===== src/bbd_consts.vh =====
// constants for the battery backup domain controller
// Contract
// - battery power-up sets flag, opens supply switch
// - on battery, sample battery voltage about once per second
// - battery brownout monitor off on main power
// - after reset flag missing battery voltage
// - supply switching automatic from main brownout
// - crystal divided to 1.024kHz or 1Hz tick
// - low drive default, optional high drive
// - failure monitor flags permanent or temporary stop
// - counter advances once per prescaled tick
// - two retained registers survive main loss
// - main brownout moves supply, enables battery monitor
// - inputs ignored during main power loss
// - tick stretched during supply switchover
// - main loss resets logic outside domain
// - domain keeps running through switchover
// - registers inaccessible without main power
// - failure needs at least 64 missed swings
// - access needs enable, except supervision flags and domain reset
// - select zero gives 1Hz, one gives 1.024kHz
// - domain reset one cycle clears config, ready
`ifndef BBD_CONSTS_VH
`define BBD_CONSTS_VH
// ----------------------------------------
// timing
// ----------------------------------------
`define BBD_CLK_PERIOD_NS 8
`define BBD_FAIL_SWINGS 64
`define BBD_DIV_1HZ 32768
`define BBD_DIV_1KHZ 32
`define BBD_STARTUP_SWINGS 1024
`define BBD_SAMPLE_TICKS 1
`define BBD_STRETCH_CYCLES 4
// fast ticks that make up one second for battery sampling
`define BBD_FAST_PER_SEC 1024
// fail timeout in system clocks: 64 swings at 32.768kHz, about 1.95ms
`define BBD_FAIL_NS 1953125
`define BBD_FAIL_CYCLES ((`BBD_FAIL_NS + `BBD_CLK_PERIOD_NS - 1) / `BBD_CLK_PERIOD_NS)
`endif


===== src/bbd_ctrl.v =====
// battery backup domain controller: supervision, switching, crystal tick and counter
`timescale 1ns/1ps
`include "bbd_consts.vh"
`default_nettype none
module bbd_ctrl #(
   parameter FAIL_CYCLES = `BBD_FAIL_CYCLES,
   parameter DIV_1HZ = `BBD_DIV_1HZ,
   parameter DIV_1KHZ = `BBD_DIV_1KHZ,
   parameter STARTUP_SWINGS = `BBD_STARTUP_SWINGS
) (
   input wire I_CLK_SYS,
   input wire I_RESETN,
   input wire I_CE,
   input wire I_MAIN_BROWNOUT,
   input wire I_BAT_PRESENT,
   input wire I_BAT_LOW,
   input wire I_XTAL_CLK,
   input wire I_DOMAIN_RESET,
   input wire I_ACCESS_SET,
   input wire I_OSC_ENABLE_SET,
   input wire I_FAIL_MON_SET,
   input wire I_HIGH_DRIVE_WR,
   input wire I_HIGH_DRIVE,
   input wire I_TICK_SEL_WR,
   input wire I_TICK_SEL,
   input wire I_CLR_BAT_ABSENT,
   input wire I_CLR_BAT_BROWNOUT,
   input wire I_CLR_BAT_POWER_ON,
   input wire I_CLR_OSC_FAIL,
   input wire I_BACKUP_WR,
   input wire I_BACKUP_SEL,
   input wire [7:0] I_BACKUP_DATA,
   output reg O_ON_BATTERY,
   output reg O_SUPPLY_SWITCH_CLOSED,
   output reg O_BAT_MONITOR_EN,
   output reg O_BAT_SAMPLE,
   output reg O_MAIN_DOMAIN_RESET,
   output reg O_HIGH_DRIVE,
   output reg O_OSC_ENABLE,
   output reg O_FAIL_MON_EN,
   output reg O_TICK_SEL,
   output reg O_ACCESS_EN,
   output reg O_BAT_POWER_ON_FLAG,
   output reg O_BAT_BROWNOUT_FLAG,
   output reg O_BAT_ABSENT_FLAG,
   output reg O_OSC_READY_FLAG,
   output reg O_OSC_FAIL_FLAG,
   output reg O_TICK,
   output reg [31:0] O_COUNTER,
   output reg [7:0] O_BACKUP0,
   output reg [7:0] O_BACKUP1
);
   // ----------------------------------------
   // helpers
   // ----------------------------------------
   // saturating increment used by the swing counter
   function [15:0] sat_inc;
      input [15:0] v;
      begin
         sat_inc = (v == 16'hFFFF) ? v : v + 16'h0001;
      end
   endfunction

   // ----------------------------------------
   // local counts
   // ----------------------------------------
   // kept as integers and cut by part-selects, so that no assignment
   // quietly narrows a 32-bit constant into a short register
   localparam integer STRETCH = `BBD_STRETCH_CYCLES;
   localparam integer FAST_LAST = `BBD_FAST_PER_SEC - 1;
   // boot step at which the battery pin has crossed both sync stages;
   // looking earlier would read the reset value of the synchroniser
   localparam [1:0] BOOT_SAMPLE = 2'h2;

   // ----------------------------------------
   // reset release and pin synchronisers
   // ----------------------------------------
   reg rst_m_q, rst_q;
   wire rst_n = rst_q;
   always @(posedge I_CLK_SYS or negedge I_RESETN) begin
      if (!I_RESETN) begin
         rst_m_q <= 1'b0;
         rst_q <= 1'b0;
      end else begin
         rst_m_q <= 1'b1;
         rst_q <= rst_m_q;
      end
   end

   // asynchronous pins pass two flops; first stage read only by second
   reg [3:0] sync1_q, sync2_q;
   always @(posedge I_CLK_SYS or negedge rst_n) begin
      if (!rst_n) begin
         sync1_q <= 4'h0;
         sync2_q <= 4'h0;
      end else if (I_CE) begin
         sync1_q <= {I_XTAL_CLK, I_BAT_LOW, I_BAT_PRESENT, I_MAIN_BROWNOUT};
         sync2_q <= sync1_q;
      end
   end
   wire main_low = sync2_q[0];
   wire bat_ok = sync2_q[1];
   wire bat_low = sync2_q[2];
   wire xtal = sync2_q[3];

   // ----------------------------------------
   // supply switching
   // ----------------------------------------
   // control inputs are gated from the first synchronised sign of a
   // brownout until one cycle after it has gone, so a half-applied write
   // can never land while the supply is moving
   reg main_low_q, bat_ok_q;
   reg [1:0] boot_q;
   reg [2:0] stretch_q;
   wire switching = (main_low != main_low_q);
   wire gate = main_low | main_low_q;       // control inputs ignored while on battery
   wire acc = ~gate & O_ACCESS_EN;          // gated register access
   wire sup = ~gate;                        // supervision flags need no access enable, only main power
   always @(posedge I_CLK_SYS or negedge rst_n) begin
      if (!rst_n) begin
         main_low_q <= 1'b0;
         bat_ok_q <= 1'b0;
         boot_q <= 2'h0;
         stretch_q <= 3'h0;
         O_ON_BATTERY <= 1'b0;
         O_BAT_MONITOR_EN <= 1'b0;
         O_MAIN_DOMAIN_RESET <= 1'b0;
         O_SUPPLY_SWITCH_CLOSED <= 1'b0;
         O_BAT_POWER_ON_FLAG <= 1'b0;
         O_BAT_ABSENT_FLAG <= 1'b0;
      end else if (I_CE) begin
         main_low_q <= main_low;
         bat_ok_q <= bat_ok;
         // the battery pin is only trustworthy once both sync stages hold it
         if (boot_q != 2'h3)
            boot_q <= boot_q + 2'h1;
         // hold the tick steady a few cycles around each switchover
         if (switching)
            stretch_q <= STRETCH[2:0];
         else if (stretch_q != 3'h0)
            stretch_q <= stretch_q - 3'h1;
         O_ON_BATTERY <= main_low;
         O_BAT_MONITOR_EN <= main_low;
         O_MAIN_DOMAIN_RESET <= main_low;
         // battery insertion opens the switch; it closes on the next ungated cycle in which access is set or already enabled
         if (bat_ok & ~bat_ok_q)
            O_SUPPLY_SWITCH_CLOSED <= 1'b0;
         else if (acc | (sup & I_ACCESS_SET))
            O_SUPPLY_SWITCH_CLOSED <= 1'b1;
         if (bat_ok & ~bat_ok_q & ~main_low)
            O_BAT_POWER_ON_FLAG <= 1'b1;
         else if (sup & I_CLR_BAT_POWER_ON)
            O_BAT_POWER_ON_FLAG <= 1'b0;
         if ((boot_q == BOOT_SAMPLE) & ~bat_ok)
            O_BAT_ABSENT_FLAG <= 1'b1;
         else if (sup & I_CLR_BAT_ABSENT)
            O_BAT_ABSENT_FLAG <= 1'b0;
      end
   end

   // ----------------------------------------
   // crystal edge detect, ready and failure monitor
   // ----------------------------------------
   reg xtal_q;
   reg [15:0] swing_q;
   // wide enough for the full default timeout at the system clock
   reg [23:0] idle_q;
   wire swing = xtal & ~xtal_q;
   wire dom_rst = sup & I_DOMAIN_RESET & ~I_OSC_ENABLE_SET & ~I_FAIL_MON_SET;
   always @(posedge I_CLK_SYS or negedge rst_n) begin
      if (!rst_n) begin
         xtal_q <= 1'b0;
         swing_q <= 16'h0000;
         idle_q <= 24'h000000;
         O_OSC_READY_FLAG <= 1'b0;
         O_OSC_FAIL_FLAG <= 1'b0;
      end else if (I_CE) begin
         xtal_q <= xtal;
         if (dom_rst | ~O_OSC_ENABLE) begin
            swing_q <= 16'h0000;
            O_OSC_READY_FLAG <= 1'b0;
         end else if (swing) begin
            swing_q <= sat_inc(swing_q);
            if (swing_q >= STARTUP_SWINGS - 1)
               O_OSC_READY_FLAG <= 1'b1;
         end
         // saturates rather than wraps, so a long stop never looks healthy again
         if (swing)
            idle_q <= 24'h000000;
         else if (idle_q != 24'hFFFFFF)
            idle_q <= idle_q + 24'h000001;
         // a gap of 64 swing periods counts as a stop; set wins over clear
         if (O_FAIL_MON_EN & O_OSC_READY_FLAG & (idle_q >= FAIL_CYCLES))
            O_OSC_FAIL_FLAG <= 1'b1;
         else if (dom_rst | (acc & I_CLR_OSC_FAIL))
            O_OSC_FAIL_FLAG <= 1'b0;
      end
   end

   // ----------------------------------------
   // configuration bits
   // ----------------------------------------
   // enables are sticky; a domain reset drops the oscillator and monitor enables, never access enable
   always @(posedge I_CLK_SYS or negedge rst_n) begin
      if (!rst_n) begin
         O_ACCESS_EN <= 1'b0;
         O_HIGH_DRIVE <= 1'b0;
         O_TICK_SEL <= 1'b0;
         O_OSC_ENABLE <= 1'b0;
         O_FAIL_MON_EN <= 1'b0;
      end else if (I_CE) begin
         if (sup & I_ACCESS_SET)
            O_ACCESS_EN <= 1'b1;
         if (dom_rst) begin
            O_HIGH_DRIVE <= 1'b0;
            O_TICK_SEL <= 1'b0;
            O_OSC_ENABLE <= 1'b0;
            O_FAIL_MON_EN <= 1'b0;
         end else if (acc) begin
            if (I_HIGH_DRIVE_WR)
               O_HIGH_DRIVE <= I_HIGH_DRIVE;
            if (I_TICK_SEL_WR & ~O_OSC_ENABLE)
               O_TICK_SEL <= I_TICK_SEL;
            if (I_OSC_ENABLE_SET)
               O_OSC_ENABLE <= 1'b1;
            if (I_FAIL_MON_SET)
               O_FAIL_MON_EN <= 1'b1;
         end
      end
   end

   // ----------------------------------------
   // prescaler, counter, battery sampling
   // ----------------------------------------
   reg [15:0] pre_q;
   wire [15:0] div = O_TICK_SEL ? DIV_1KHZ[15:0] : DIV_1HZ[15:0];
   wire wrap = swing & O_OSC_READY_FLAG & (pre_q >= div - 16'h0001);
   reg pend_q;
   // swallowed edge is replayed after the stretch, so no tick is lost
   // a domain reset drops any due tick, so no pulse escapes with the oscillator off
   wire fire = (wrap | pend_q) & (stretch_q == 3'h0) & ~switching & ~dom_rst;
   // fast ticks since the last battery sample; the slow tick samples every time
   reg [9:0] sec_q;
   wire sec_due = ~O_TICK_SEL | (sec_q == FAST_LAST[9:0]);
   always @(posedge I_CLK_SYS or negedge rst_n) begin
      if (!rst_n) begin
         pre_q <= 16'h0000;
         pend_q <= 1'b0;
         sec_q <= 10'h000;
         O_TICK <= 1'b0;
         O_COUNTER <= 32'h00000000;
         O_BAT_SAMPLE <= 1'b0;
         O_BAT_BROWNOUT_FLAG <= 1'b0;
      end else if (I_CE) begin
         if (dom_rst)
            pre_q <= 16'h0000;
         else if (swing & O_OSC_READY_FLAG)
            pre_q <= wrap ? 16'h0000 : pre_q + 16'h0001;
         pend_q <= (wrap | pend_q) & ~fire & ~dom_rst;
         // count fast ticks so the battery is still sampled once a second
         if (dom_rst)
            sec_q <= 10'h000;
         else if (fire & O_TICK_SEL)
            sec_q <= sec_q + 10'h001;
         O_TICK <= fire;
         if (fire)
            O_COUNTER <= O_COUNTER + 32'h00000001;
         // sample the battery once per second on battery power only,
         // whichever tick rate has been selected
         O_BAT_SAMPLE <= fire & sec_due & O_BAT_MONITOR_EN;
         if (O_BAT_SAMPLE & bat_low)
            O_BAT_BROWNOUT_FLAG <= 1'b1;
         else if (sup & I_CLR_BAT_BROWNOUT)
            O_BAT_BROWNOUT_FLAG <= 1'b0;
      end
   end

   // ----------------------------------------
   // retained registers
   // ----------------------------------------
   // contents untouched by domain reset or supply loss
   always @(posedge I_CLK_SYS or negedge rst_n) begin
      if (!rst_n) begin
         O_BACKUP0 <= 8'h00;
         O_BACKUP1 <= 8'h00;
      end else if (I_CE & acc & I_BACKUP_WR) begin
         if (I_BACKUP_SEL)
            O_BACKUP1 <= I_BACKUP_DATA;
         else
            O_BACKUP0 <= I_BACKUP_DATA;
      end
   end
endmodule
`default_nettype wire


===== config.mk =====
export PLATFORM = sky130hd
export DESIGN_NAME = bbd_ctrl
export DESIGN_NICKNAME = d
export VERILOG_FILES = /design/src/bbd_ctrl.v
export VERILOG_INCLUDE_DIRS = /design/src
export SDC_FILE = /design/constraint.sdc
export NUM_CORES = 1
export LEC_CHECK = 0
export ABC_CLOCK_PERIOD_IN_PS = 6030
export BUFFER_PORTS_ARGS = -buffer_cell sky130_fd_sc_hd__buf_2
export CAP_MARGIN = 20
export CORE_MARGIN = 1
export CORE_UTILIZATION = 55
export CTS_BUF_LIST = sky130_fd_sc_hd__clkbuf_8
export CTS_CLUSTER_SIZE = 8
export DETAILED_ROUTE_END_ITERATION = 8
export GPL_ROUTABILITY_DRIVEN = 0
export MAX_ROUTING_LAYER = met4
export PLACE_DENSITY = 0.79
export SYNTH_ARGS = -nofsm -noshare
export SYNTH_HDL_FRONTEND = slang
export SYNTH_SLANG_ARGS = --single-unit

===== constraint.sdc =====
create_clock -name I_CLK_SYS -period 6.03 [get_ports I_CLK_SYS]
set_input_delay 1.206 -clock I_CLK_SYS [delete_from_list [all_inputs] [get_ports I_CLK_SYS]]
set_output_delay 1.206 -clock I_CLK_SYS [all_outputs]
set_load 0.02 [all_outputs]

# Word level (Yosys, flattened, before mapping)
# Cells that the tools add are included.
# classes
add_sub_neg	8
n_lt_le_gt_ge	3
n_eq_ne	7
mux	38
n_bitwise	48
reduce_logical	38
# op_table
op	n
two-way mux 16 bit	7
two-way mux 24 bit	2
adder 16 x 1 -> 16 bit, second input constant	2
adder 32 x 1 -> 32 bit, second input constant	1
nonzero test 2 bit	16
AND 1 bit	29
AND reduction 2 bit	14
two-way mux 1 bit	25
adder 24 x 1 -> 24 bit, second input constant	1
>= comparator 24 x 18 -> 1 bit, second input constant	1
inequality test 24 bit, second input constant	1
two-way mux 10 bit	2
AND reduction 3 bit	6
== test 16 bit, second input constant	1
>= comparator 16 x 10 -> 1 bit, second input constant	1
>= comparator 16 bit	1
subtractor 16 x 1 -> 16 bit, second input constant	1
NOT 1 bit	13
adder 10 x 1 -> 10 bit, second input constant	1
== test 10 bit, second input constant	1
two-way mux 3 bit	2
bitwise OR 1 bit	6
inequality test 2 bit, second input constant	2
zero test 3 bit	1
5 further kinds	5
# totals
ff_bits	146
input_bits	29
out_inout_bits	64
word_cells	172

# Depth between registers and ports, before layout
# Gate-level depths: netlist (run 1).
# logic_depth
word_depth	11
mapped_depth	10
depth_no_buf	8

# Worst setup path after synthesis (run 1)
# No wires, ideal clock.
# synth_path
path_kind	input-to-reg
from	in I_FAIL_MON_SET
to	reg swing_q[13]
setup_time_ps	78
t_arrival_ps	2669
required_ps	5952
path_slack_ps	3282
cell_stages	6
path_buffers	1
cell_sequence	nand4bb_1 -> buf_2 -> nand2_1 -> o2111ai_1 -> or4_1 -> a21oi_1
# synth_via
elab_chain_len	5
word_cells_on_any_way	7
cone_classes	1 x eq/ne; 1 x mux; 3 x bitwise; 2 x reduce/logical
# synth_rtl
element	line_no	rtl
start, declared	bbd_ctrl.v:21	input wire I_FAIL_MON_SET,
NOT 1 bit *	bbd_ctrl.v:169	wire dom_rst = sup & I_DOMAIN_RESET & ~I_OSC_ENABLE_SET & ~I_FAIL_MON_SET;
AND 1 bit *	bbd_ctrl.v:169	
bitwise OR 1 bit *	bbd_ctrl.v:179	if (dom_rst | ~O_OSC_ENABLE) begin
inequality test 2 bit (no line) or nonzero test 2 bit (tied branches)	-	
AND reduction 3 bit (no line)	-	
end signal, assigned	bbd_ctrl.v:183	swing_q <= sat_inc(swing_q);
end, declared	bbd_ctrl.v:165	reg [15:0] swing_q;
# Every way passes the cells marked *; elsewhere a longest branch is shown, timed or not.
# A chain may end at the register's enable or synchronous reset.

# Final worst setup path (run 1)
# layout_path
from	in I_CE
to	reg idle_q[23]
# layout_via
elab_chain_len	1
# layout_rtl
element	line_no	rtl
start, declared	bbd_ctrl.v:13	input wire I_CE,
AND reduction 2 bit (no line)	-	
end signal, assigned	bbd_ctrl.v:191	idle_q <= idle_q + 24'h000001;
end, declared	bbd_ctrl.v:167	reg [23:0] idle_q;
# Every way passes these cells.

==> results.yml, run 1 <==
synthesis:
  synth_warnings: 0
  synth_area_leaders: "dfrtp_1 (49%), xnor2_1 (5.1%), ha_1 (3.7%), mux2_2 (3.6%), nand2_1 (3.5%)"
  syn_inst: 730
  synth_fp_nets: 781
  yosys_register_bits: 146
  synth_sequential_area_ratio: 0.487
  yosysTopAreaCell: "dfrtp_1"
  synth.top_cell.area_share: 0.487
  async_flop_share: 1.00
  yosysMostFrequentCell: "dfrtp_1"
  synth.avg_cell_area_um2: 10.3
  synth_edf_count: 0
  synth_area_um2: 7510
  ys_types: 65
  synth_top_flop_cell: "dfrtp_1"
  yosys-top-cells-count: "dfrtp_1 (146), nand2_1 (71), xnor2_1 (44)"
sta:
  rsz0062_at_grt: "no"
  min_period_over_period: 0.499
  fin_crit_ns: 3.01
  relSlewSlack: 0.298
  hold_slack_ns: 0.373
  finalSetupViolations: 0
  fmax_mhz: 332
  finalSetupTns_ns: 0
  final-max-slew-violation-count: 0
  tightestPinTransition_ns: 1.05
  hold_viol_final: 0
  skew_ns: 0.0119
critical_path:
  setup.worst_path.end_class: "register"
  crit_path_start_kind: "input port"
  required_ns: 6.37
  critPathArrivalTime_ns: 3.34
  criticalPathCategory: "in -> reg"
  cp_slowest_stage_delay_ns: 0.48
  reg2reg_from: "O_TICK_SEL$_DFFE_PN0P_"
  rr_endpoint: "O_COUNTER[1]$_DFFE_PN0P_"
  critical_path.endpoint: "idle_q[23]$_DFFE_PN0P_"
  crit_fanout: 31
  crit_start: "I_CE"
  ff2ff_path_depth: 8
  r2r_slack_ns: 3.05
  path_cells: "buf_2 -> buf_4 -> and3_1 -> nand3_1 -> or3b_1 -> a211oi_1 -> xnor2_1 -> nor2_1"
  slowest_stage: "or3b_1"
pwr:
  power.leakage_nw: 3.98
  ir_worst_vdd_uv: 175
  powerDensity_nw_per_um2: 287
drt:
  routed_via_density: 5.96
  met1_length_mm: 7.39
  wl_met3_um: 723
  drt_wl_total_mm: 16.9
  drc_errors: 0
  final_antenna_net_count: 0
  wl_per_cell_um: 16.9
  dr.max_layer_used: "met4"
  drt_iter0_drc: 530
  first_pass_iters: 5
  vias: 5965
  wl_met2_mm: 8.55
run:
  max_cap_viol_count: 0
die:
  die_y_um: 119
  die-area_um2: 14100
  die_w_um: 119
  placementRows: 42
  ios: 93
  start_util: 0.565
  design.core.area_um2: 13300
clocking:
  root_buffer: "clkbuf_8"
  clk_path_buf_depth: 2
  cts_resized: 0
  clk_pin_slew_ns: 0.08
  hold_buffers: 0
  numClockSinks: 146
  insertion_delay_ns: 0.45
  cts_buffers: 17
  h-tree-depth: 4
  cts_tree: "done"
  cts_setup_buffers: 0
hold_path:
  min_path_type: "reg -> reg"
global_route:
  grt_pass1_vias: 5868
  grt_max_degree: 76
  antenna_found_initial: 0
  gr-total-overflow: 0
  track_usage: 0.260
  grt_pass1_wl_mm: 28.2
place:
  numPortBuffers: 92
  hpwl_mm: 11.8
  placed_cells: 969
final_layout:
  area_growth_pct: 13.0
  n_antenna_cell: 0
  instances_no_fill: 1001
  finish.utilization: 0.638
  nNetsFinal: 863
  drive_gt1_frac: 0.195
status:
  status: "completed"
## report_power, final
| part | leakage, nW | total [mW] | switching, mW | internal, mW |
|---|---|---|---|---|
| sequential | 1.94 | 1.20 | 0.109 | 1.09 |
| combinational | 1.83 | 0.465 | 0.285 | 0.181 |
| clock | 0.212 | 0.769 | 0.362 | 0.407 |
## flip-flops by register name, summed over array words and instances (netlist names), 2 cells and up
name / count
O_BACKUP0: 8
O_BACKUP1: 8
O_COUNTER: 32
boot_q: 2
idle_q: 24
pre_q: 16
sec_q: 10
stretch_q: 3
swing_q: 16
sync1_q: 4
sync2_q: 4
## worst min-delay path by stage
stage,slack [ns],to,depth (start not counted),from
floorplan,0.33,rst_n$_DFF_PN0_,0,rst_m_q$_DFF_PN0_
global placement,0.34,rst_n$_DFF_PN0_,0,rst_m_q$_DFF_PN0_
detailed placement,0.34,rst_n$_DFF_PN0_,0,rst_m_q$_DFF_PN0_
CTS,0.37,rst_n$_DFF_PN0_,0,rst_m_q$_DFF_PN0_
global route,0.39,rst_n$_DFF_PN0_,0,rst_m_q$_DFF_PN0_
finish,0.37,rst_n$_DFF_PN0_,0,rst_m_q$_DFF_PN0_
## area by class of cell
cell class	count	area [um^2]
clock buffers	21	289
multi-input cells	531	3630
clock inverters	11	114
inverters	19	71.3
well taps	176	220
fillers	1037	4810
repair buffers	97	498
flip-flops and latches	146	3660
## logic make-up after synthesis
family | Yosys count | synth area share
buf+inv | 53 | 0.0297
mux | 35 | 0.0508
other cells | 1 | 0.000499
simple gates | 266 | 0.188
xor+xnor | 66 | 0.0770
compound gates | 141 | 0.130
flops | 146 | 0.487
fa+ha+maj | 22 | 0.0367
## critical path, delay by kind of cell
| family | cells | cell delay, ns |
|---|---|---|
| AO/OA/AOI/OAI | 1 | 0.27 |
| XOR/XNOR | 1 | 0.17 |
| buffers and inverters | 2 | 0.82 |
| AND/OR/NAND/NOR | 4 | 0.87 |
## per-layer routing
| metal | up-vias | global-route usage |
|---|---|---|
| met5 | - | - |
| met4 | 0 | 0.0981 |
| met3 | 26 | 0.0560 |
| met2 | 160 | 0.410 |
| met1 | 2974 | 0.330 |
| li1 | 2805 | - |
## layout by cell type, fill, tap and decap left out, types with 3 or more instances in the layout
master / instances
a211oi_1: 7
a211oi_2: 3
a21o_1: 3
a21oi_1: 32
a22o_1: 3
and2_1: 11
and3_1: 28
and4_1: 9
buf_2: 92
buf_4: 5
clkbuf_8: 21
dfrtp_1: 145
ha_1: 22
inv_1: 21
mux2_2: 24
mux2i_1: 10
nand2_1: 71
nand2b_1: 14
nand3_1: 41
nand4_1: 14
nor2_1: 41
nor3_1: 7
nor4_1: 3
o2111ai_1: 24
o211ai_1: 13
o21a_1: 3
o21ai_0: 20
o21ai_1: 9
o31ai_1: 7
or3_1: 3
or4_1: 8
xnor2_1: 44
xor2_1: 22
## per-stage QoR
step / total power, mW / worst slack, ns / area [um^2]
finish: 2.43 / 3.02 / 8480
global route: 2.56 / 2.83 / 8480
CTS: 2.45 / 3.00 / 8480
detailed placement: 1.68 / 2.58 / 8080
global placement: 1.65 / 2.66 / 8080
floorplan: 1.52 / 1.66 / 7510
Note: power is estimated with default switching activity, not from simulation.
==> run 2: changes to the inputs <==
Settings changed: ABC_CLOCK_PERIOD_IN_PS 6030 to 2500, PLACE_DENSITY 0.79 to 0.82.
Clock period 6.03 ns to 2.5 ns, I/O delays scaled along.
==> results.yml, run 2 (same netlist as run 1, synthesis figures left out) <==
status:
  status: "completed"
final_layout:
  final_common_cell: "dfrtp_1"
  final_cell_mix: "dfrtp_1 (144), buf_2 (92), nand2_1 (71)"
  nNetsFinal: 896
  regMostFlops: "O_COUNTER"
  fin_area_um2: 8850
  largest_reg_flops: 32
  drive_gt1_frac: 0.241
  instances_no_fill: 1034
  largestRegisters: "O_COUNTER (32), idle_q (24)"
  n_antenna_cell: 0
  area_growth_pct: 17.9
  n_fill_cell: 1034
global_route:
  track_usage: 0.258
  antenna_found_initial: 0
  grt_pass1_vias: 5884
  grt_pass1_wl_mm: 28.2
  gr-total-overflow: 0
  grt_max_degree: 97
critical_path:
  crit_fanout: 8
  ff2ff_path_depth: 8
  criticalPathCategory: "reg -> reg"
  slowest_stage: "a2111o_1"
  setup.worst_path.end_class: "register"
  cp_slowest_stage_delay_ns: 0.53
  crit_cells: 8
  cpLargestDelayFamily: "compound AO/OA/AOI/OAI gates"
  crit_path_start_kind: "register"
  crit_buf_inv: 2
  critPathArrivalTime_ns: 2.86
  path_cells: "buf_12 -> ha_4 -> nand4b_1 -> buf_4 -> o21a_4 -> a2111o_1 -> a211oi_2 -> mux2i_1"
  required_ns: 2.87
drt:
  final_antenna_net_count: 0
  drt_wl_total_mm: 16.9
  first_pass_iters: 6
  drt_iter0_drc: 418
  routed_via_density: 5.85
  wl_per_cell_um: 16.4
  vias: 6051
  drc_errors: 0
place:
  numPortBuffers: 92
  hpwl_mm: 11.7
  placed_area_um2: 8310
  placed_cells: 997
die:
  design.core.area_um2: 13300
  placementRows: 42
  start_util: 0.565
  die_w_um: 119
  ios: 93
  die_y_um: 119
  die-area_um2: 14100
clocking:
  numClockSinks: 146
  clk_pin_slew_ns: 0.09
  root_buffer: "clkbuf_8"
  h-tree-depth: 4
  insertion_delay_ns: 0.45
  cts_buffers: 17
  clk_path_buf_depth: 2
  cts_tree: "done"
sta:
  final-max-slew-violation-count: 0
  skew_ns: 0.0133
  min_period_over_period: 0.996
  relSlewSlack: 0.351
  hold_slack_ns: 0.250
  tightestPinTransition_ns: 0.967
  fin_crit_ns: 2.49
  rsz0062_at_grt: "yes"
  hold_viol_final: 0
  fmax_mhz: 402
  finalSetupViolations: 0
pwr:
  power.leakage_nw: 4.12
  ir_worst_vdd_uv: 730
  powerDensity_nw_per_um2: 669
  p_total_mw: 5.93
run:
  max_cap_viol_count: 0
hold_path:
  min_path_type: "reg -> async"
==> run 2: cell count changes in the layout (fill, tap and decap cells not counted), sizes merged <==
| cell | change |
|---|---|
| inv | -1 |
| clkbuf | -1 |
| clkinv | +3 |
| bufinv | -1 |
| buf | +31 |
| a2111o | +1 |
| dlygate4sd3 | +1 |
==> run 2: final timing paths <==
kind	endpoint	slack, ns	from
min	pre_q[7]$_DFFE_PN0P_	0.25	rst_n$_DFF_PN0_
min in group I_CLK_SYS	sync1_q[3]$_DFFE_PN0P_	0.28	I_XTAL_CLK
max in group asynchronous	swing_q[10]$_DFFE_PN0P_	1.40	rst_n$_DFF_PN0_
max	sec_q[9]$_DFFE_PN0P_	0.01	O_TICK_SEL$_DFFE_PN0P_
max reg2reg	sec_q[9]$_DFFE_PN0P_	0.01	O_TICK_SEL$_DFFE_PN0P_
min reg2reg	pre_q[7]$_DFFE_PN0P_	0.25	rst_n$_DFF_PN0_
==> run 2: through the flow <==
step / util / setup TNS [ns] / setup WS [ns]
after global routing: 0.666 / -0.484 / -0.101
after CTS: 0.659 / 0 / 0.00557
after floorplan: - / -0.0231 / -0.00770
final: 0.666 / 0 / 0.0103
after global placement: 0.625 / 0 / 0.0634
after detailed placement: 0.625 / -0.109 / -0.0368
==> run 2: area by class of cell <==
type,count,area (um^2),share of cell area
Clock inverter,12,108,0.0122
Tap cell,176,220,0.0249
Multi-Input combinational cell,532,3740,0.423
Inverter,19,71.3,0.00806
Clock buffer,20,275,0.0311
Timing Repair Buffer,129,778,0.0879
Sequential cell,146,3660,0.413
==> run 2: per-layer routing <==
metal  global-route usage  vias to the layer above  part of all wire
li1                     -                     2882                 -
met4               0.0839                        0             0.013
met1                0.330                     2989              0.44
met5                    -                        -                 0
met2                0.411                      155              0.50
met3               0.0565                       25             0.044
==> run 2: timing repair <==
action / CTS / global route
gates cloned: 1 / 0
hold buffers: 1 / 0
hold endpoints to repair: 2 / 0
pin swaps: 6 / 8
buffers inserted: 1 / 2
setup endpoints to repair: 4 / 28
resized for setup: 4 / 12
==> run 2: worst register-to-register path, stage by stage (launching register included) <==
cell and delay (ns):
dfrtp_2 0.46, buf_12 0.17, ha_4 0.27, nand4b_1 0.14
buf_4 0.17, o21a_4 0.20, a2111o_1 0.53, a211oi_2 0.28
mux2i_1 0.21
==> run 2: report_power, final <==
part / switching (mW) / internal (mW)
combinational: 0.768 / 0.537
clock: 0.914 / 0.865
sequential: 0.212 / 2.63
total: 1.89 / 4.03
==> run 3: changes to the inputs <==
Settings changed: SETUP_SLACK_MARGIN set to 0.05.
==> results.yml, run 3 (same netlist as run 1, synthesis figures left out) <==
status:
  status: "complete, but fails checks"
  violations: "setup timing"
die:
  design.core.area_um2: 13300
  placementRows: 42
  ios: 93
  start_util: 0.565
  die-area_um2: 14100
  die_w_um: 119
  die_y_um: 119
final_layout:
  regMostFlops: "O_COUNTER"
  finish.utilization: 0.668
  fin_area_um2: 8880
  largest_reg_flops: 32
  largestRegisters: "O_COUNTER (32), idle_q (24)"
  final_common_cell: "dfrtp_1"
  area_growth_pct: 18.3
  drive_gt1_frac: 0.247
  n_antenna_cell: 0
  final_cell_mix: "dfrtp_1 (144), buf_2 (92), nand2_1 (71)"
  nNetsFinal: 897
clocking:
  root_buffer: "clkbuf_8"
  cts_buffers: 17
  cts_tree: "done"
  clk_pin_slew_ns: 0.09
  numClockSinks: 146
  insertion_delay_ns: 0.46
  clk_path_buf_depth: 2
  h-tree-depth: 4
sta:
  final-max-slew-violation-count: 0
  finalSetupViolations: 2
  tightestPinTransition_ns: 0.951
  hold_viol_final: 0
  fmax_mhz: 400
  min_period_over_period: 1.00
  rsz0062_at_grt: "yes"
  relSlewSlack: 0.362
  worst_slack_ns: -0.00260
  skew_ns: 0.0127
  fin_crit_ns: 2.50
global_route:
  grt_pass1_wl_mm: 28.2
  track_usage: 0.259
  grt_pass1_vias: 5899
  antenna_found_initial: 0
  gr-total-overflow: 0
  grt_max_degree: 97
place:
  hpwl_mm: 11.7
  placed_area_um2: 8310
  numPortBuffers: 92
hold_path:
  min_path_type: "reg -> async"
drt:
  drc_errors: 0
  routed_via_density: 5.87
  drt_iter0_drc: 428
  drt_wl_total_mm: 17.0
  wl_per_cell_um: 16.4
  final_antenna_net_count: 0
  vias: 6079
  first_pass_iters: 5
critical_path:
  crit_fanout: 8
  setup.worst_path.end_class: "register"
  path_cells: "buf_12 -> ha_4 -> nand4b_1 -> buf_4 -> o21a_4 -> a2111o_1 -> a211oi_2 -> mux2i_1"
  r2r_slack_ns: -0.003
  critPathArrivalTime_ns: 2.88
  required_ns: 2.88
  cp_slowest_stage_delay_ns: 0.53
  cpLargestDelayFamily: "compound AO/OA/AOI/OAI gates"
  crit_path_start_kind: "register"
  crit_buf_inv: 2
  slowest_stage: "a2111o_1"
  criticalPathCategory: "reg -> reg"
pwr:
  power.share.clock: 0.300
  power_frac_seq: 0.478
  power.internal_mw: 4.04
  powerDensity_nw_per_um2: 670
  power.leakage_nw: 4.13
  ir_worst_vdd_uv: 729
  p_sw_frac: 0.321
  combPwrFrac: 0.222
  power.switching_mw: 1.91
run:
  max_cap_viol_count: 0
-- run 3: worst paths after layout --
| check | startpoint | endpoint | cells past startpoint |
|---|---|---|---|
| worst max-delay path | O_TICK_SEL$_DFFE_PN0P_ | sec_q[9]$_DFFE_PN0P_ | 8 |
| worst min-delay path | rst_n$_DFF_PN0_ | pre_q[7]$_DFFE_PN0P_ | 0 |
| worst max register to register | O_TICK_SEL$_DFFE_PN0P_ | sec_q[9]$_DFFE_PN0P_ | 8 |
| worst min register to register | rst_n$_DFF_PN0_ | pre_q[7]$_DFFE_PN0P_ | 0 |
| max in group asynchronous | rst_n$_DFF_PN0_ | swing_q[10]$_DFFE_PN0P_ | 1 |
| min in group I_CLK_SYS | I_XTAL_CLK | sync1_q[3]$_DFFE_PN0P_ | 2 |
-- run 3: layout make-up --
class	instances	area [um^2]
fill	1027	4410
multi-input combinational	532	3760
sequential	146	3660
timing repair buffer	130	786
clock buffer	20	275
tap	176	220
clock inverter	12	108
inverter	19	71.3
-- run 3: repair_timing --
| action | CTS | global route |
|---|---|---|
| setup endpoints to repair | 8 | 38 |
| endpoints found under the hold margin | 2 | 0 |
| gates resized for setup | 5 | 15 |
| buffers inserted | 1 | 3 |
| hold buffers | 1 | 0 |
| pin swaps | 6 | 10 |
| cloned | 1 | 0 |
-- run 3: layer usage --
metal	part of all wire	vias up	global-route usage
li1	-	2885	-
met1	0.45	2999	0.331
met2	0.49	161	0.409
met3	0.044	34	0.0647
met4	0.017	0	0.0807
met5	0	-	-
-- run 3: per-stage QoR --
step	instances	hold slack [ns]	total power, mW	setup slack, ns	TNS [ns]
floorplan	730	0.204	3.66	-0.00770	-0.0231
global placement	997	0.258	4.05	0.0634	0
detailed placement	997	0.260	4.11	-0.0368	-0.109
CTS	1032	0.252	5.93	0.0185	0
global route	1035	0.236	6.26	-0.0981	-0.451
finish	1035	0.250	5.95	-0.00260	-0.00467
-- run 3: power by group through the flow --
stage / Clock, mW / Sequential, mW / Combinational, mW
global placement: 0 / 2.87 / 1.19
floorplan: 0 / 3.08 / 0.575
finish: 1.79 / 2.84 / 1.32
detailed placement: 0 / 2.88 / 1.23
CTS: 1.82 / 2.84 / 1.27
global route: 1.92 / 2.88 / 1.46
